[src/design/sfe_pkg.sv]
package sfe_pkg;
  // ==========================================================
  // clock and field sizes
  localparam int          CLK_PERIOD_NS  = 5;
  localparam int          TIMER_W        = 40;
  localparam int          LAT_W          = 24;
  localparam int          ADDR_W         = 24;
  localparam logic [5:0]  OPCODE_BITS    = 6'h08;
  localparam logic [5:0]  ADDR_CMD_BITS  = 6'h20;
  localparam logic [5:0]  BIT_CNT_MAX    = 6'h21;
  localparam int          SECTOR_LOW     = 12;
  localparam int          BLK32_LOW      = 15;
  localparam int          BLK64_LOW      = 16;
  localparam logic [7:0]  ERASED_BYTE    = 8'hff;
  // ==========================================================
  // opcodes
  localparam logic [7:0]  OP_WREN        = 8'h06;
  localparam logic [7:0]  OP_WRDI        = 8'h04;
  localparam logic [7:0]  OP_STAT_LO     = 8'h05;
  localparam logic [7:0]  OP_STAT_HI     = 8'h35;
  localparam logic [7:0]  OP_SECTOR      = 8'h20;
  localparam logic [7:0]  OP_BLK32       = 8'h52;
  localparam logic [7:0]  OP_BLK64       = 8'hd8;
  localparam logic [7:0]  OP_ARRAY_A     = 8'hc7;
  localparam logic [7:0]  OP_ARRAY_B     = 8'h60;
  localparam logic [7:0]  OP_SUSPEND     = 8'h75;
  localparam logic [7:0]  OP_RESUME      = 8'h7a;
  // ==========================================================
  // status bit positions within the 16-bit status word
  localparam int          STAT_BUSY_BIT  = 0;
  localparam int          STAT_WEL_BIT   = 1;
  localparam int          STAT_SUS_BIT   = 15;
  // ==========================================================
  // types
  typedef enum logic [1:0] {
    KIND_SECTOR = 2'h0,
    KIND_BLK32  = 2'h1,
    KIND_BLK64  = 2'h2,
    KIND_ARRAY  = 2'h3
  } sfe_kind_t;

  typedef enum logic [1:0] {
    ST_IDLE      = 2'h0,
    ST_ERASE     = 2'h1,
    ST_SUSP_WAIT = 2'h3,
    ST_SUSPENDED = 2'h2
  } sfe_state_e_t;

  typedef struct packed {
    logic              start;
    sfe_kind_t         kind;
    logic [ADDR_W-1:0] addr;
  } sfe_erase_t;
endpackage

[src/design/sfe_erase_ctrl.sv]
module sfe_erase_ctrl
  import sfe_pkg::*;
#(
  parameter longint unsigned SECTOR_ERASE_US   = 70000,
  parameter longint unsigned BLOCK_ERASE_US    = 250000,
  parameter longint unsigned ARRAY_ERASE_US    = 100000000,
  parameter longint unsigned SUSPEND_LATENCY_US = 30
)
(
  input  wire logic              clk,
  input  wire logic              resetn,
  input  wire logic              spiCsN,
  input  wire logic              spiClk,
  input  wire logic              spiDataIn,
  output logic                   spiDataOut,
  output logic                   spiDataOutEn,
  input  wire logic [4:0]        protectLevelBits,
  input  wire logic              addrProtected,
  input  wire logic              statusWriteBusy,
  input  wire logic [ADDR_W-1:0] accessAddr,
  output logic [ADDR_W-1:0]      probeAddr,
  output sfe_kind_t              probeKind,
  output logic                   busyFlag,
  output logic                   writeLatchFlag,
  output logic                   suspendFlag,
  output sfe_erase_t             eraseReq,
  output logic                   eraseRun,
  output logic [7:0]             eraseFill,
  output logic                   accessBlocked
);
  // ==========================================================
  // timing counts
  localparam longint unsigned SE_CYC = SECTOR_ERASE_US * 1000 / CLK_PERIOD_NS;
  localparam longint unsigned BE_CYC = BLOCK_ERASE_US * 1000 / CLK_PERIOD_NS;
  localparam longint unsigned CE_CYC = ARRAY_ERASE_US * 1000 / CLK_PERIOD_NS;
  localparam longint unsigned LAT_CYC =
    SUSPEND_LATENCY_US * 1000 / CLK_PERIOD_NS;

  // ==========================================================
  // state record
  typedef struct packed {
    logic               csSync1;
    logic               csSync2;
    logic               csPrev;
    logic               clkSync1;
    logic               clkSync2;
    logic               clkPrev;
    logic               dinSync1;
    logic               dinSync2;
    logic [31:0]        shift;
    logic [5:0]         bitCnt;
    logic               write_latch_flag;
    logic               suspend_flag;
    sfe_state_e_t       state;
    sfe_erase_t         req;
    logic [TIMER_W-1:0] timer;
    logic [LAT_W-1:0]   latCnt;
    logic               rdOn;
    logic               rdHi;
    logic [7:0]         outSh;
    logic [2:0]         outCnt;
    logic               dout;
    logic               doutEn;
    logic               blocked;
  } sfe_state_t;

  sfe_state_t s_r;
  sfe_state_t s_nxt;

  logic              sclkRise;
  logic              sclkFall;
  logic              csRise;
  logic              csFall;
  logic              busy;
  logic [7:0]        op8;
  logic [7:0]        opA;
  logic [ADDR_W-1:0] lockMask;

  // unit size of an erase kind as a low-address mask
  function automatic logic [ADDR_W-1:0] unitMask(input sfe_kind_t k);
    case (k)
      KIND_SECTOR: return ADDR_W'((1 << SECTOR_LOW) - 1);
      KIND_BLK32:  return ADDR_W'((1 << BLK32_LOW) - 1);
      KIND_BLK64:  return ADDR_W'((1 << BLK64_LOW) - 1);
      default:     return '1;
    endcase
  endfunction

  // erase kind of an addressed opcode
  function automatic sfe_kind_t opKind(input logic [7:0] op);
    case (op)
      OP_SECTOR: return KIND_SECTOR;
      OP_BLK32:  return KIND_BLK32;
      OP_BLK64:  return KIND_BLK64;
      default:   return KIND_ARRAY;
    endcase
  endfunction

  // status byte, low half or high half of the status word
  function automatic logic [7:0] statByte(input logic hi,
                                          input logic bsy,
                                          input logic wl,
                                          input logic su);
    logic [15:0] w;
    w = '0;
    w[STAT_BUSY_BIT] = bsy;
    w[STAT_WEL_BIT]  = wl;
    w[STAT_SUS_BIT]  = su;
    return hi ? w[15:8] : w[7:0];
  endfunction

  // ==========================================================
  // edge detection on synchronised link pins
  assign sclkRise = s_r.clkSync2 & ~s_r.clkPrev & ~s_r.csSync2;
  assign sclkFall = ~s_r.clkSync2 & s_r.clkPrev & ~s_r.csSync2;
  assign csRise   = s_r.csSync2 & ~s_r.csPrev;
  assign csFall   = ~s_r.csSync2 & s_r.csPrev;
  assign busy     = (s_r.state == ST_ERASE) ||
                    (s_r.state == ST_SUSP_WAIT);
  assign op8      = s_r.shift[7:0];
  assign opA      = s_r.shift[31:24];
  assign lockMask = unitMask(s_r.req.kind);

  // ==========================================================
  // next-state logic
  always_comb
  begin
    s_nxt           = s_r;
    s_nxt.req.start = 1'b0;
    // two-flop synchronisers on select, clock and data
    s_nxt.csSync1   = spiCsN;
    s_nxt.csSync2   = s_r.csSync1;
    s_nxt.csPrev    = s_r.csSync2;
    s_nxt.clkSync1  = spiClk;
    s_nxt.clkSync2  = s_r.clkSync1;
    s_nxt.clkPrev   = s_r.clkSync2;
    s_nxt.dinSync1  = spiDataIn;
    s_nxt.dinSync2  = s_r.dinSync1;
    // frame start clears the bit count and output
    if (csFall)
    begin
      s_nxt.bitCnt = '0;
      s_nxt.rdOn   = 1'b0;
      s_nxt.doutEn = 1'b0;
    end
    // shift in one bit per rising serial clock edge
    if (sclkRise)
    begin
      s_nxt.shift = {s_r.shift[30:0], s_r.dinSync2};
      if (s_r.bitCnt != BIT_CNT_MAX)
        s_nxt.bitCnt = s_r.bitCnt + 6'h01;
    end

    // status read output, refreshed each byte so busy is live
    if (sclkFall && (s_r.rdOn || (s_r.bitCnt == OPCODE_BITS &&
        (op8 == OP_STAT_LO || op8 == OP_STAT_HI))))
    begin
      s_nxt.rdOn   = 1'b1;
      s_nxt.doutEn = 1'b1;
      s_nxt.rdHi   = s_r.rdOn ? s_r.rdHi : (op8 == OP_STAT_HI);
      if (!s_r.rdOn || s_r.outCnt == 3'h0)
        s_nxt.outSh = statByte(s_nxt.rdHi, busy, s_r.write_latch_flag, s_r.suspend_flag);
      s_nxt.dout   = s_nxt.outSh[7];
      s_nxt.outSh  = {s_nxt.outSh[6:0], 1'b0};
      s_nxt.outCnt = s_r.rdOn ? s_r.outCnt + 3'h1 : 3'h1;
    end
    if (csRise)
      s_nxt.doutEn = 1'b0;
    // erase engine: timer runs, suspend latency counts down
    case (s_r.state)
      ST_IDLE, ST_SUSPENDED:
        s_nxt.state = s_r.state;
      ST_ERASE:
        if (s_r.timer == '0)
          s_nxt.state = ST_IDLE;
        else
          s_nxt.timer = s_r.timer - 1'b1;
      ST_SUSP_WAIT:
        if (s_r.latCnt == '0)
        begin
          s_nxt.state = ST_SUSPENDED;
          s_nxt.write_latch_flag   = 1'b0;
          s_nxt.suspend_flag   = 1'b1;
        end
        else
          s_nxt.latCnt = s_r.latCnt - 1'b1;
      default:
        s_nxt.state = ST_IDLE;
    endcase
    // commands take effect on select rising
    if (csRise && s_r.bitCnt == OPCODE_BITS)
    begin
      case (op8)
        OP_WREN:
          if (!busy)
            s_nxt.write_latch_flag = 1'b1;
        OP_WRDI:
          if (!busy)
            s_nxt.write_latch_flag = 1'b0;
        OP_ARRAY_A, OP_ARRAY_B:
          if (!busy && !s_r.suspend_flag && s_r.write_latch_flag &&
              protectLevelBits == '0)
          begin
            s_nxt.state     = ST_ERASE;
            s_nxt.timer     = TIMER_W'(CE_CYC - 1);
            s_nxt.req.start = 1'b1;
            s_nxt.req.kind  = KIND_ARRAY;
            s_nxt.req.addr  = '0;
            s_nxt.write_latch_flag       = 1'b0;
          end
        OP_SUSPEND:
          if (s_r.state == ST_ERASE && s_r.timer != '0 &&
              s_r.req.kind != KIND_ARRAY &&
              !statusWriteBusy)
          begin
            s_nxt.state  = ST_SUSP_WAIT;
            s_nxt.timer  = s_r.timer;
            s_nxt.latCnt = LAT_W'(LAT_CYC);
          end
        OP_RESUME:
          if (s_r.suspend_flag && !busy)
          begin
            s_nxt.suspend_flag   = 1'b0;
            s_nxt.state = ST_ERASE;
          end
        default: s_nxt.write_latch_flag = s_nxt.write_latch_flag;
      endcase
    end
    else if (csRise && s_r.bitCnt == ADDR_CMD_BITS &&
             (opA == OP_SECTOR || opA == OP_BLK32 ||
              opA == OP_BLK64))
    begin
      if (!busy && !s_r.suspend_flag && s_r.write_latch_flag &&
          !addrProtected)
      begin
        s_nxt.state     = ST_ERASE;
        s_nxt.timer     = TIMER_W'(((opA == OP_SECTOR) ? SE_CYC
                                     : BE_CYC) - 1);
        s_nxt.req.start = 1'b1;
        s_nxt.req.kind  = opKind(opA);
        s_nxt.req.addr  = s_r.shift[23:0] &
                          ~unitMask(opKind(opA));
        s_nxt.write_latch_flag       = 1'b0;
      end
    end
    // accesses into the paused unit are flagged
    s_nxt.blocked = s_r.suspend_flag && ((accessAddr & ~lockMask) ==
                                s_r.req.addr);
  end

  // ==========================================================
  // state register
  always_ff @(posedge clk or negedge resetn)
  begin
    if (!resetn)
    begin
      s_r         <= '0;
      s_r.csSync1 <= 1'b1; // select idles high: no false rise
      s_r.csSync2 <= 1'b1;
      s_r.csPrev  <= 1'b1;
    end
    else
      s_r <= s_nxt;
  end

  // ==========================================================
  // outputs
  assign spiDataOut     = s_r.dout;
  assign spiDataOutEn   = s_r.doutEn;
  assign probeAddr      = s_r.shift[23:0];
  assign probeKind      = opKind(opA);
  assign busyFlag       = busy;
  assign writeLatchFlag = s_r.write_latch_flag;
  assign suspendFlag    = s_r.suspend_flag;
  assign eraseReq       = s_r.req;
  assign eraseRun       = (s_r.state == ST_ERASE);
  assign eraseFill      = ERASED_BYTE;
  assign accessBlocked  = s_r.blocked;
endmodule

[config.mk]
export PLATFORM = sky130hd
export DESIGN_NAME = sfe_erase_ctrl
export DESIGN_NICKNAME = d
export VERILOG_FILES = /design/src/design/sfe_pkg.sv /design/src/design/sfe_erase_ctrl.sv
export SDC_FILE = /design/constraint.sdc
export NUM_CORES = 1
export LEC_CHECK = 0
export ABC_AREA = 1
export ABC_CLOCK_PERIOD_IN_PS = 2200
export BUFFER_PORTS_ARGS = -buffer_cell sky130_fd_sc_hd__buf_2
export CAP_MARGIN = 5
export CORE_MARGIN = 2
export CORE_UTILIZATION = 60
export DETAILED_ROUTE_END_ITERATION = 8
export PLACE_DENSITY = 0.82
export SYNTH_ARGS = -nofsm -noshare
export SYNTH_HDL_FRONTEND = slang
export SYNTH_SLANG_ARGS = --single-unit
[constraint.sdc]
create_clock -name clk -period 2.2 [get_ports clk]
set_input_delay 0.11 -clock clk [delete_from_list [all_inputs] [get_ports clk]]
set_output_delay 0.11 -clock clk [all_outputs]
set_load 0.05 [all_outputs]
Word-level counts from Yosys, hierarchy flattened
Index checks and enable logic that the tools add are counted.

$add $sub $neg: 5. Equal/unequal tests: 26. Multiplexer cells: 49. Bitwise gates (word level): 14. Reduce and logical (&&, ||, !) cells: 40.

Operators with widths (count): $mux W69 (4); $mux W24 (7); $pmux W24 S3 (2); $mux W40 (2); $pmux W40 S2 (1); $mux W64 (1); $and A24 B24 Y24 (2); $not A24 Y24 (2); $logic_not A40 Y1 (1); $reduce_bool A40 Y1 (1); $sub A40 B1 Y40 const B (1); $eq A8 B7 Y1 const B (4); $mux W27 (1); $sub A26 B1 Y27 const B (1); $mux W26 (1); $eq A24 B24 Y1 (1); $eq A8 B3 Y1 const B (3); $logic_not A24 Y1 (1); $sub A24 B1 Y24 const B (1); $mux W6 (3); $pmux W2 S3 (3); $eq A8 B6 Y1 const B (2); $eq A8 B8 Y1 const B (2); $mux W8 (2); 28 further kinds (85).

Register bits after elaboration: 156. Bits of input ports: 36. Logic and storage cells: 159.

Logic depth before layout (Yosys ltp)
Gate-level depths: netlist (run 1).

Depth after elaboration: 19. Gate-level depth with buffers: 16.

Least setup slack after synthesis (run 1)
Ideal clock, no wire load.

Kind: register -> register. Start: register s_r[40] in the netlist's numbering. End: register s_r[59] in the netlist's numbering. Library setup time: 0.123 ns. Arrival: 1.726 ns. Required time: 2.077 ns. Slack: 0.351 ns. Stages on the path, launching flop included: 14. Period minus slack after synthesis: 1.849 ns. Cell sequence: dfrtp_1 inv_1 ha_1 nand2_4 nor2_4 nand2_2 nor2_4 nand2_4 buf_8 nand2_8 nor2_2 or2_0 nand3_1 a21oi_2.

Longest elaborated chain between the ends: 6. Elaborated cells between the ends (all ways): 15.

RTL lines: start, declared (line sfe_erase_ctrl.sv:67) `sfe_state_t s_r;`; start signal, assigned (line sfe_erase_ctrl.sv:263) `s_r <= s_nxt;`; $sub A40 B1 Y40 / $logic_not A40 Y1 (equally long branches) (line sfe_erase_ctrl.sv:177, sfe_erase_ctrl.sv:174); $mux W40 (line sfe_erase_ctrl.sv:174) `if (s_r.timer == '0)`; $mux W40 (line sfe_erase_ctrl.sv:170) `case (s_r.state)`; $mux W64, or another cell as far along (line sfe_erase_ctrl.sv:212) `if (s_r.state == ST_ERASE && s_r.timer != '0 &&`; $pmux W40 S2 / $mux W69 (equally long branches) (line sfe_erase_ctrl.sv:193, sfe_erase_ctrl.sv:229); $mux W69 (line sfe_erase_ctrl.sv:191) `if (csRise && s_r.bitCnt == OPCODE_BITS)`.

Several ways; a longest one is shown, not always the timed one. The select of a mux whose other input is x is not followed. A chain may end at the register's enable or synchronous reset.

Final worst setup path (run 1)
Start: register s_r, in the netlist s_nxt[154]. End: register s_r[50] in the netlist's numbering.

Longest elaborated chain between the ends: 5. Elaborated cells between the ends (all ways): 7.

RTL lines: $and A1 B1 Y1 (*) (line sfe_erase_ctrl.sv:116) `assign csRise = s_r.csSync2 & ~s_r.csPrev;`; $logic_and A1 B1 Y1 (2 in a row) (line sfe_erase_ctrl.sv:229) `else if (csRise && s_r.bitCnt == ADDR_CMD_BITS &&`; $mux W69 (line sfe_erase_ctrl.sv:229); $mux W69 (line sfe_erase_ctrl.sv:191).

Mark *: on every way between the ends. The rest lies on a longest branch, timed or not. The select of a mux whose other input is x is not followed.

==> results of run 1 <==
flip-flops by register name (all words and copies together) (netlist names):
signal and flops:
accessBlocked 1, s_r 87, suspendFlag 1, opA 8, probeAddr 24, writeLatchFlag 1, eraseReq 15, spiDataOut 1
spiDataOutEn 1, s_nxt 5
cells in the final DEF, fill, tap and decap left out, types with 4 or more instances in the layout:
master / netlist / final
inv_2: 13 / 15
o21ai_0: 75 / 75
nand4_1: 20 / 20
nand3_4: 4 / 4
o22ai_1: 5 / 5
xor2_1: 41 / 41
nand2_2: 9 / 12
o21ai_1: 9 / 9
o211ai_1: 5 / 5
inv_6: 0 / 7
nor2_1: 164 / 162
nor3_1: 28 / 28
ha_1: 10 / 9
nor2_4: 13 / 15
a21oi_1: 26 / 26
clkbuf_16: 0 / 17
dlygate4sd3_1: 0 / 4
nor2_2: 14 / 14
conb_1: 2 / 20
nand2_1: 266 / 263
dfrtp_1: 141 / 141
o311ai_0: 4 / 4
inv_1: 137 / 135
xnor2_1: 5 / 5
nand3_1: 78 / 77
buf_4: 61 / 40
buf_2: 6 / 70
per-stage QoR:
| stage | hold slack, ns | util | setup TNS (ns) | cell area (µm²) |
|---|---|---|---|---|
| floorplan | -0.186 | - | 0 | 9100 |
| global placement | -0.00845 | 0.642 | 0 | 9400 |
| detailed placement | -0.00849 | 0.642 | 0 | 9400 |
| CTS | 0.0437 | 0.687 | 0 | 10100 |
| global route | 0.0890 | 0.694 | -0.0246 | 10200 |
| finish | 0.0469 | 0.694 | 0 | 10200 |
cells by family (layout without fill, tap and decap cells):
group | after synthesis | count (layout) | share of synthesized area
AND/OR/NAND/NOR | 623 | 623 | 0.321
buffers and inverters | 236 | 304 | 0.129
flip-flops | 144 | 144 | 0.399
AO/OA/AOI/OAI | 143 | 143 | 0.0914
XOR/XNOR | 46 | 46 | 0.0446
adder cells (fa/ha/maj) | 10 | 10 | 0.0139
other | 2 | 20 | 0.000831
final timing paths:
path / startpoint / end
min in group asynchronous: resetn / s_r[23]
worst min register to register: s_nxt[152] / s_nxt[151]
worst max register to register: s_nxt[154] / s_r[50]
worst min-delay path: accessAddr[21] / accessBlocked
worst max-delay path: s_nxt[154] / s_r[50]
max in group asynchronous: resetn / s_r[76]
final cells by class:
type / count / area share
Clock inverter: 14 / 0.0164
Multi-Input combinational cell: 842 / 0.432
Timing Repair Buffer: 118 / 0.0741
Inverter: 154 / 0.0570
Clock buffer: 18 / 0.0432
Tap cell: 184 / 0.0226
Sequential cell: 144 / 0.355
worst max-delay path, stage by stage, from the launching register on:
cell and delay [ns]:
dfstp_2 0.55, ha_1 0.18, inv_1 0.10, or2_4 0.26, nor4_4 0.20, nand2_2 0.13, nand2_2 0.10, buf_6 0.17
nor2_1 0.08, nor2_1 0.09, o21ai_0 0.08, nand2_1 0.07
report_power, final:
part | total (mW) | switching (mW) | internal, mW | leakage [nW]
Sequential | 2.75 | 0.0466 | 2.70 | 1.77
Combinational | 0.629 | 0.481 | 0.148 | 2.90
Clock | 3.03 | 1.29 | 1.74 | 0.301
Total | 6.40 | 1.81 | 4.59 | 4.97
metal layers:
layer | part of all wire | routed length (µm)
met3 | 0.061 | 1350
met1 | 0.44 | 9860
met5 | 0 | 0
met4 | 0.024 | 539
met2 | 0.47 | 10600
what timing repair did:
action / CTS / global route
pin swaps: 0 / 3
setup endpoints to repair: 1 / 56
hold endpoints to repair: 144 / 0
hold buffers: 4 / 0
gates resized for setup: 1 / 16
buffers inserted: 0 / 5
==> results.md, run 1 <==
- Most Crowded Layer GR: met2
- Post-synthesis instance total: 1204
- Clk sink count: 144
- Setup CP Type: flop to flop
- Vias per cell: 5.48
- Synth cell types: 55
- Setup WS pre-CTS: 0.00743 ns
- Synth area leader: dfrtp_1
- Max-Cap Viols: 0
- Leakage Power: 4.97 nW
- Mapped cell area: 9030 µm²
- Longest Clk Path Bufs: 2
- WL final: approximately 22000 µm
- Post-synth top cells: nand2_1, nor2_1, dfrtp_1
- CTS tree: done
- Final Max Slew Viols: 0
- # rows: 44
- Final cell count without fillers: 1474
- Clock latency on the worst-skew pair: ~0.44 ns
- Overall power: 6.40 mW
- Synth Flop Type: dfrtp_1
- # nets final: 1323
- Period utilization: 0.939
- Clock transition at path regs: 0.07 ns
- Synth Warn #: 0
- Clock skew: 0.0101 ns
- Synth top area cells: dfrtp_1, nand2_1, nor2_1
- Antenna Cells: 0
- Gpl congestion: just over 1
- DRC viols: 0
- Min-Delay Path Class: primary input to flop
- Peak supply drop: approximately 0.00090 V
- Vias post-DR: 8079
- Setup-failing EPs final: 0
- Post-route ant nets: 0
- Number of global-route vias before repair: 7556
- Global Route met1 Usage: 0.399
- Drt wl/cell: 15.1 µm
- Seq cells post-synth: 144
- Die ar.: 16100 µm²
- Fillers: 1155
- First-iteration detailed-routing DRC count: approximately 670
- Met2 usage in global routing: 0.466
- Register Area: 3610 µm²
- Setup crit end kind: flop
- Met3 Track Usage GR: 0.0472
- Pin count of the biggest net entering global routing: 75
- CTS Buf Count: 17
- Hold Path Stages: 5
- IO Pins: 104
- H-tree Lvls: 4
- Sequential fraction of the synthesis area: 0.399
- CTS root buffer: clkbuf_16
- GR Overflow Total: 0
- Final Hold Viols: 0
- PwrDens: 630 nW/µm²
- R2R Setup Slk: 0.13 ns
- Post-synthesis area per instance: 7.50 µm²
- Final worst setup slack: 0.133 ns
- Status: completed
- Max Fanout on Critical Path: 10
- Ys async rst share: 1.00
- Crit path arrival time: 2.45 ns
- FMAX: 484 MHz
- Fraction of layout cells with a size suffix above 1: 0.182
- Crit start category: flop
- Most frequent cell after synthesis: nand2_1
- DR pass1 iterations: 5
- Initial antenna violation count: 0
- FF-to-FF path depth: 11
- Post-synth top area share: 0.391
- Die Y: 127 µm
- Number of synthesized flops with an enable pin: 0
- All-Layer GR Usage: 0.288
- HPWL Detailed: 15700 µm
- Placed insts: 1433
- Core region area: 14600 µm²
- First-pass GRT wire length: 37000 µm
- P&R area growth vs syn: 12.6%
- Critical Path RT: 2.58 ns
- Die W: 127 µm
- Initial core utilization: 0.617
- Port Buffers: 71
- Area of the multi-input gates: 4390 µm²
- Post-layout min period: 2.07 ns
(Power assumes the default switching activity.)
==> run 2: changes to the inputs <==
- MAX_ROUTING_LAYER: not set -> met4
- TNS_END_PERCENT: not set -> 1
==> run 2 against run 1 <==
  * Clock power is 3% lower
  * Cell count is 0.34% lower
  * Core utilization is 0.44 points lower
  * Sequential power hardly changed
==> results.md, run 2 (synthesis results as in run 1) <==
- Clock transition at path regs: about 0.06 ns
- HPWL Detailed: 16200 µm
- Most flops, register: s_r
- # nets final: 1318
- CTS root buffer: clkbuf_16
- Status: completed
- Number of global-route vias before repair: 7872
- Port Buffers: 71
- All-Layer GR Usage: 0.305
- Setup total negative slack: 0 ns
- CP Launch Point: s_nxt[154]
- Clk sink count: 144
- First-iteration detailed-routing DRC count: 689
- Setup-failing EPs final: 0
- Initial core utilization: 0.617
- Area of the multi-input gates: 4390 µm²
- P&R area growth vs syn: 11.9%
- Fraction of layout cells with a size suffix above 1: 0.176
- DRC viols: 0
- PwrDens: 624 nW/µm²
- Peak supply drop: roughly 0.00052 V
- Vias post-DR: between 8k and 9k
- Core region area: 14600 µm²
- Period utilization: 0.944
- Final Max Slew Viols: 0
- Crit path arrival time: 2.42 ns
- Vias per cell: 5.54
- Initial antenna violation count: 0
- Reg2reg start: s_nxt[154]
- H-tree Lvls: 4
- WL final: around 23000 µm
- Most common cell after layout, fill and taps aside: nand2_1
- Fillers: 1181
- Max-Cap Viols: 0
- Max reg flops: 87
- Final Hold Viols: 0
- CTS Buf Count: 17
- Die ar.: 16100 µm²
- Clock skew: 0.00859 ns
- R2R Setup Slk: about 0.12 ns
- Slew headroom: 0.579
- # rows: 44
- Setup CP Type: flop to flop
- Clock latency on the worst-skew pair: 0.42 ns
- GR Overflow Total: 0
- Setup WS pre-CTS: -0.0476 ns
- Post-layout min period: 2.08 ns
- Register Area: 3610 µm²
- Post-layout util: 0.690
- Die Y: 127 µm
- Worst Setup EP: s_r[41]
- FF-to-FF path depth: 9
- FMAX: around 480 MHz
- Max Fanout on Critical Path: 11
- IO Pins: 104
- Unrepaired setup endpoints after global routing: yes
- Critical R2R Capture: s_r[41]
- Antenna Cells: 0
- Leakage Power: 4.92 nW
- First-pass GRT wire length: 38200 µm
- Setup crit end kind: flop
- Min-Delay Path Class: primary input to flop
- Pin count of the biggest net entering global routing: 56
- Most frequent cells in the layout: nand2_1, nor2_1, dfrtp_1
- DR pass1 iterations: 8
- CTS tree: done
- Gpl congestion: 0.984
- Die W: between 100 and 150 µm
- Critical Path RT: 2.54 ns
- Longest Clk Path Bufs: 2
- Final worst setup slack: 0.124 ns
- Crit start category: flop
- Worst Tran Pin Value: about 0.63 ns
- Drt wl/cell: between 15 and 20 µm
- Post-route ant nets: 0
run 2: how the worst min path moves through the flow:
stage                              start            end  slack (ns)  cells after the start
after floorplan                   resetn  accessBlocked       -0.19                      0
final                     accessAddr[12]  accessBlocked        0.08                      5
after detailed placement          resetn        s_r[33]         0.1                      1
after CTS                 accessAddr[21]  accessBlocked        0.06                      5
after global routing      accessAddr[12]  accessBlocked        0.09                      5
after global placement            resetn        s_r[33]         0.1                      1
run 2: critical path: stages, from the launching register on:
cell     delay [ns]
dfstp_2        0.55
ha_1           0.16
inv_1          0.08
or2_1          0.25
nor4_4         0.23
nand2_2        0.13
nand2_2        0.10
buf_4          0.21
o21ai_1        0.11
a22oi_2        0.18
run 2: report_power, final:
part	switching (mW)	internal (mW)	total [mW]
clock	1.16	1.77	2.93
combinational	0.476	0.145	0.621
sequential	0.0523	2.70	2.75
run 2: cell type report:
cell class                 count  area share
tap                          184      0.0228
timing repair buffer         112      0.0685
clock inverter                10      0.0125
sequential                   144       0.357
clock buffer                  22      0.0469
inverter                     154      0.0573
multi-input combinational    843       0.435
run 2: per-layer routing:
layer	GRT usage	wire length [µm]
met5	-	0
met4	0.0983	620
met3	0.0650	1620
met2	0.488	10900
met1	0.393	9860
run 2: metrics by stage:
stage | hold WS [ns] | power [mW] | cell area [µm²] | cells
after detailed placement | 0.0999 | 3.40 | 9390 | 1431
after floorplan | -0.186 | 3.26 | 9100 | 1222
final | 0.0762 | 6.31 | 10100 | 1469
after global routing | 0.0859 | 6.50 | 10100 | 1469
after global placement | 0.0980 | 3.39 | 9390 | 1431
after CTS | 0.0601 | 6.31 | 10000 | 1467
run 2: what timing repair did:
| action | in CTS | in global routing |
|---|---|---|
| cloned | 0 | 1 |
| pin swaps | 0 | 3 |
| setup buffers | 0 | 1 |
| hold buffers | 4 | 0 |
| resized for setup | 1 | 11 |
| endpoints found under the hold margin | 55 | 0 |
| endpoints found under the setup margin | 6 | 39 |
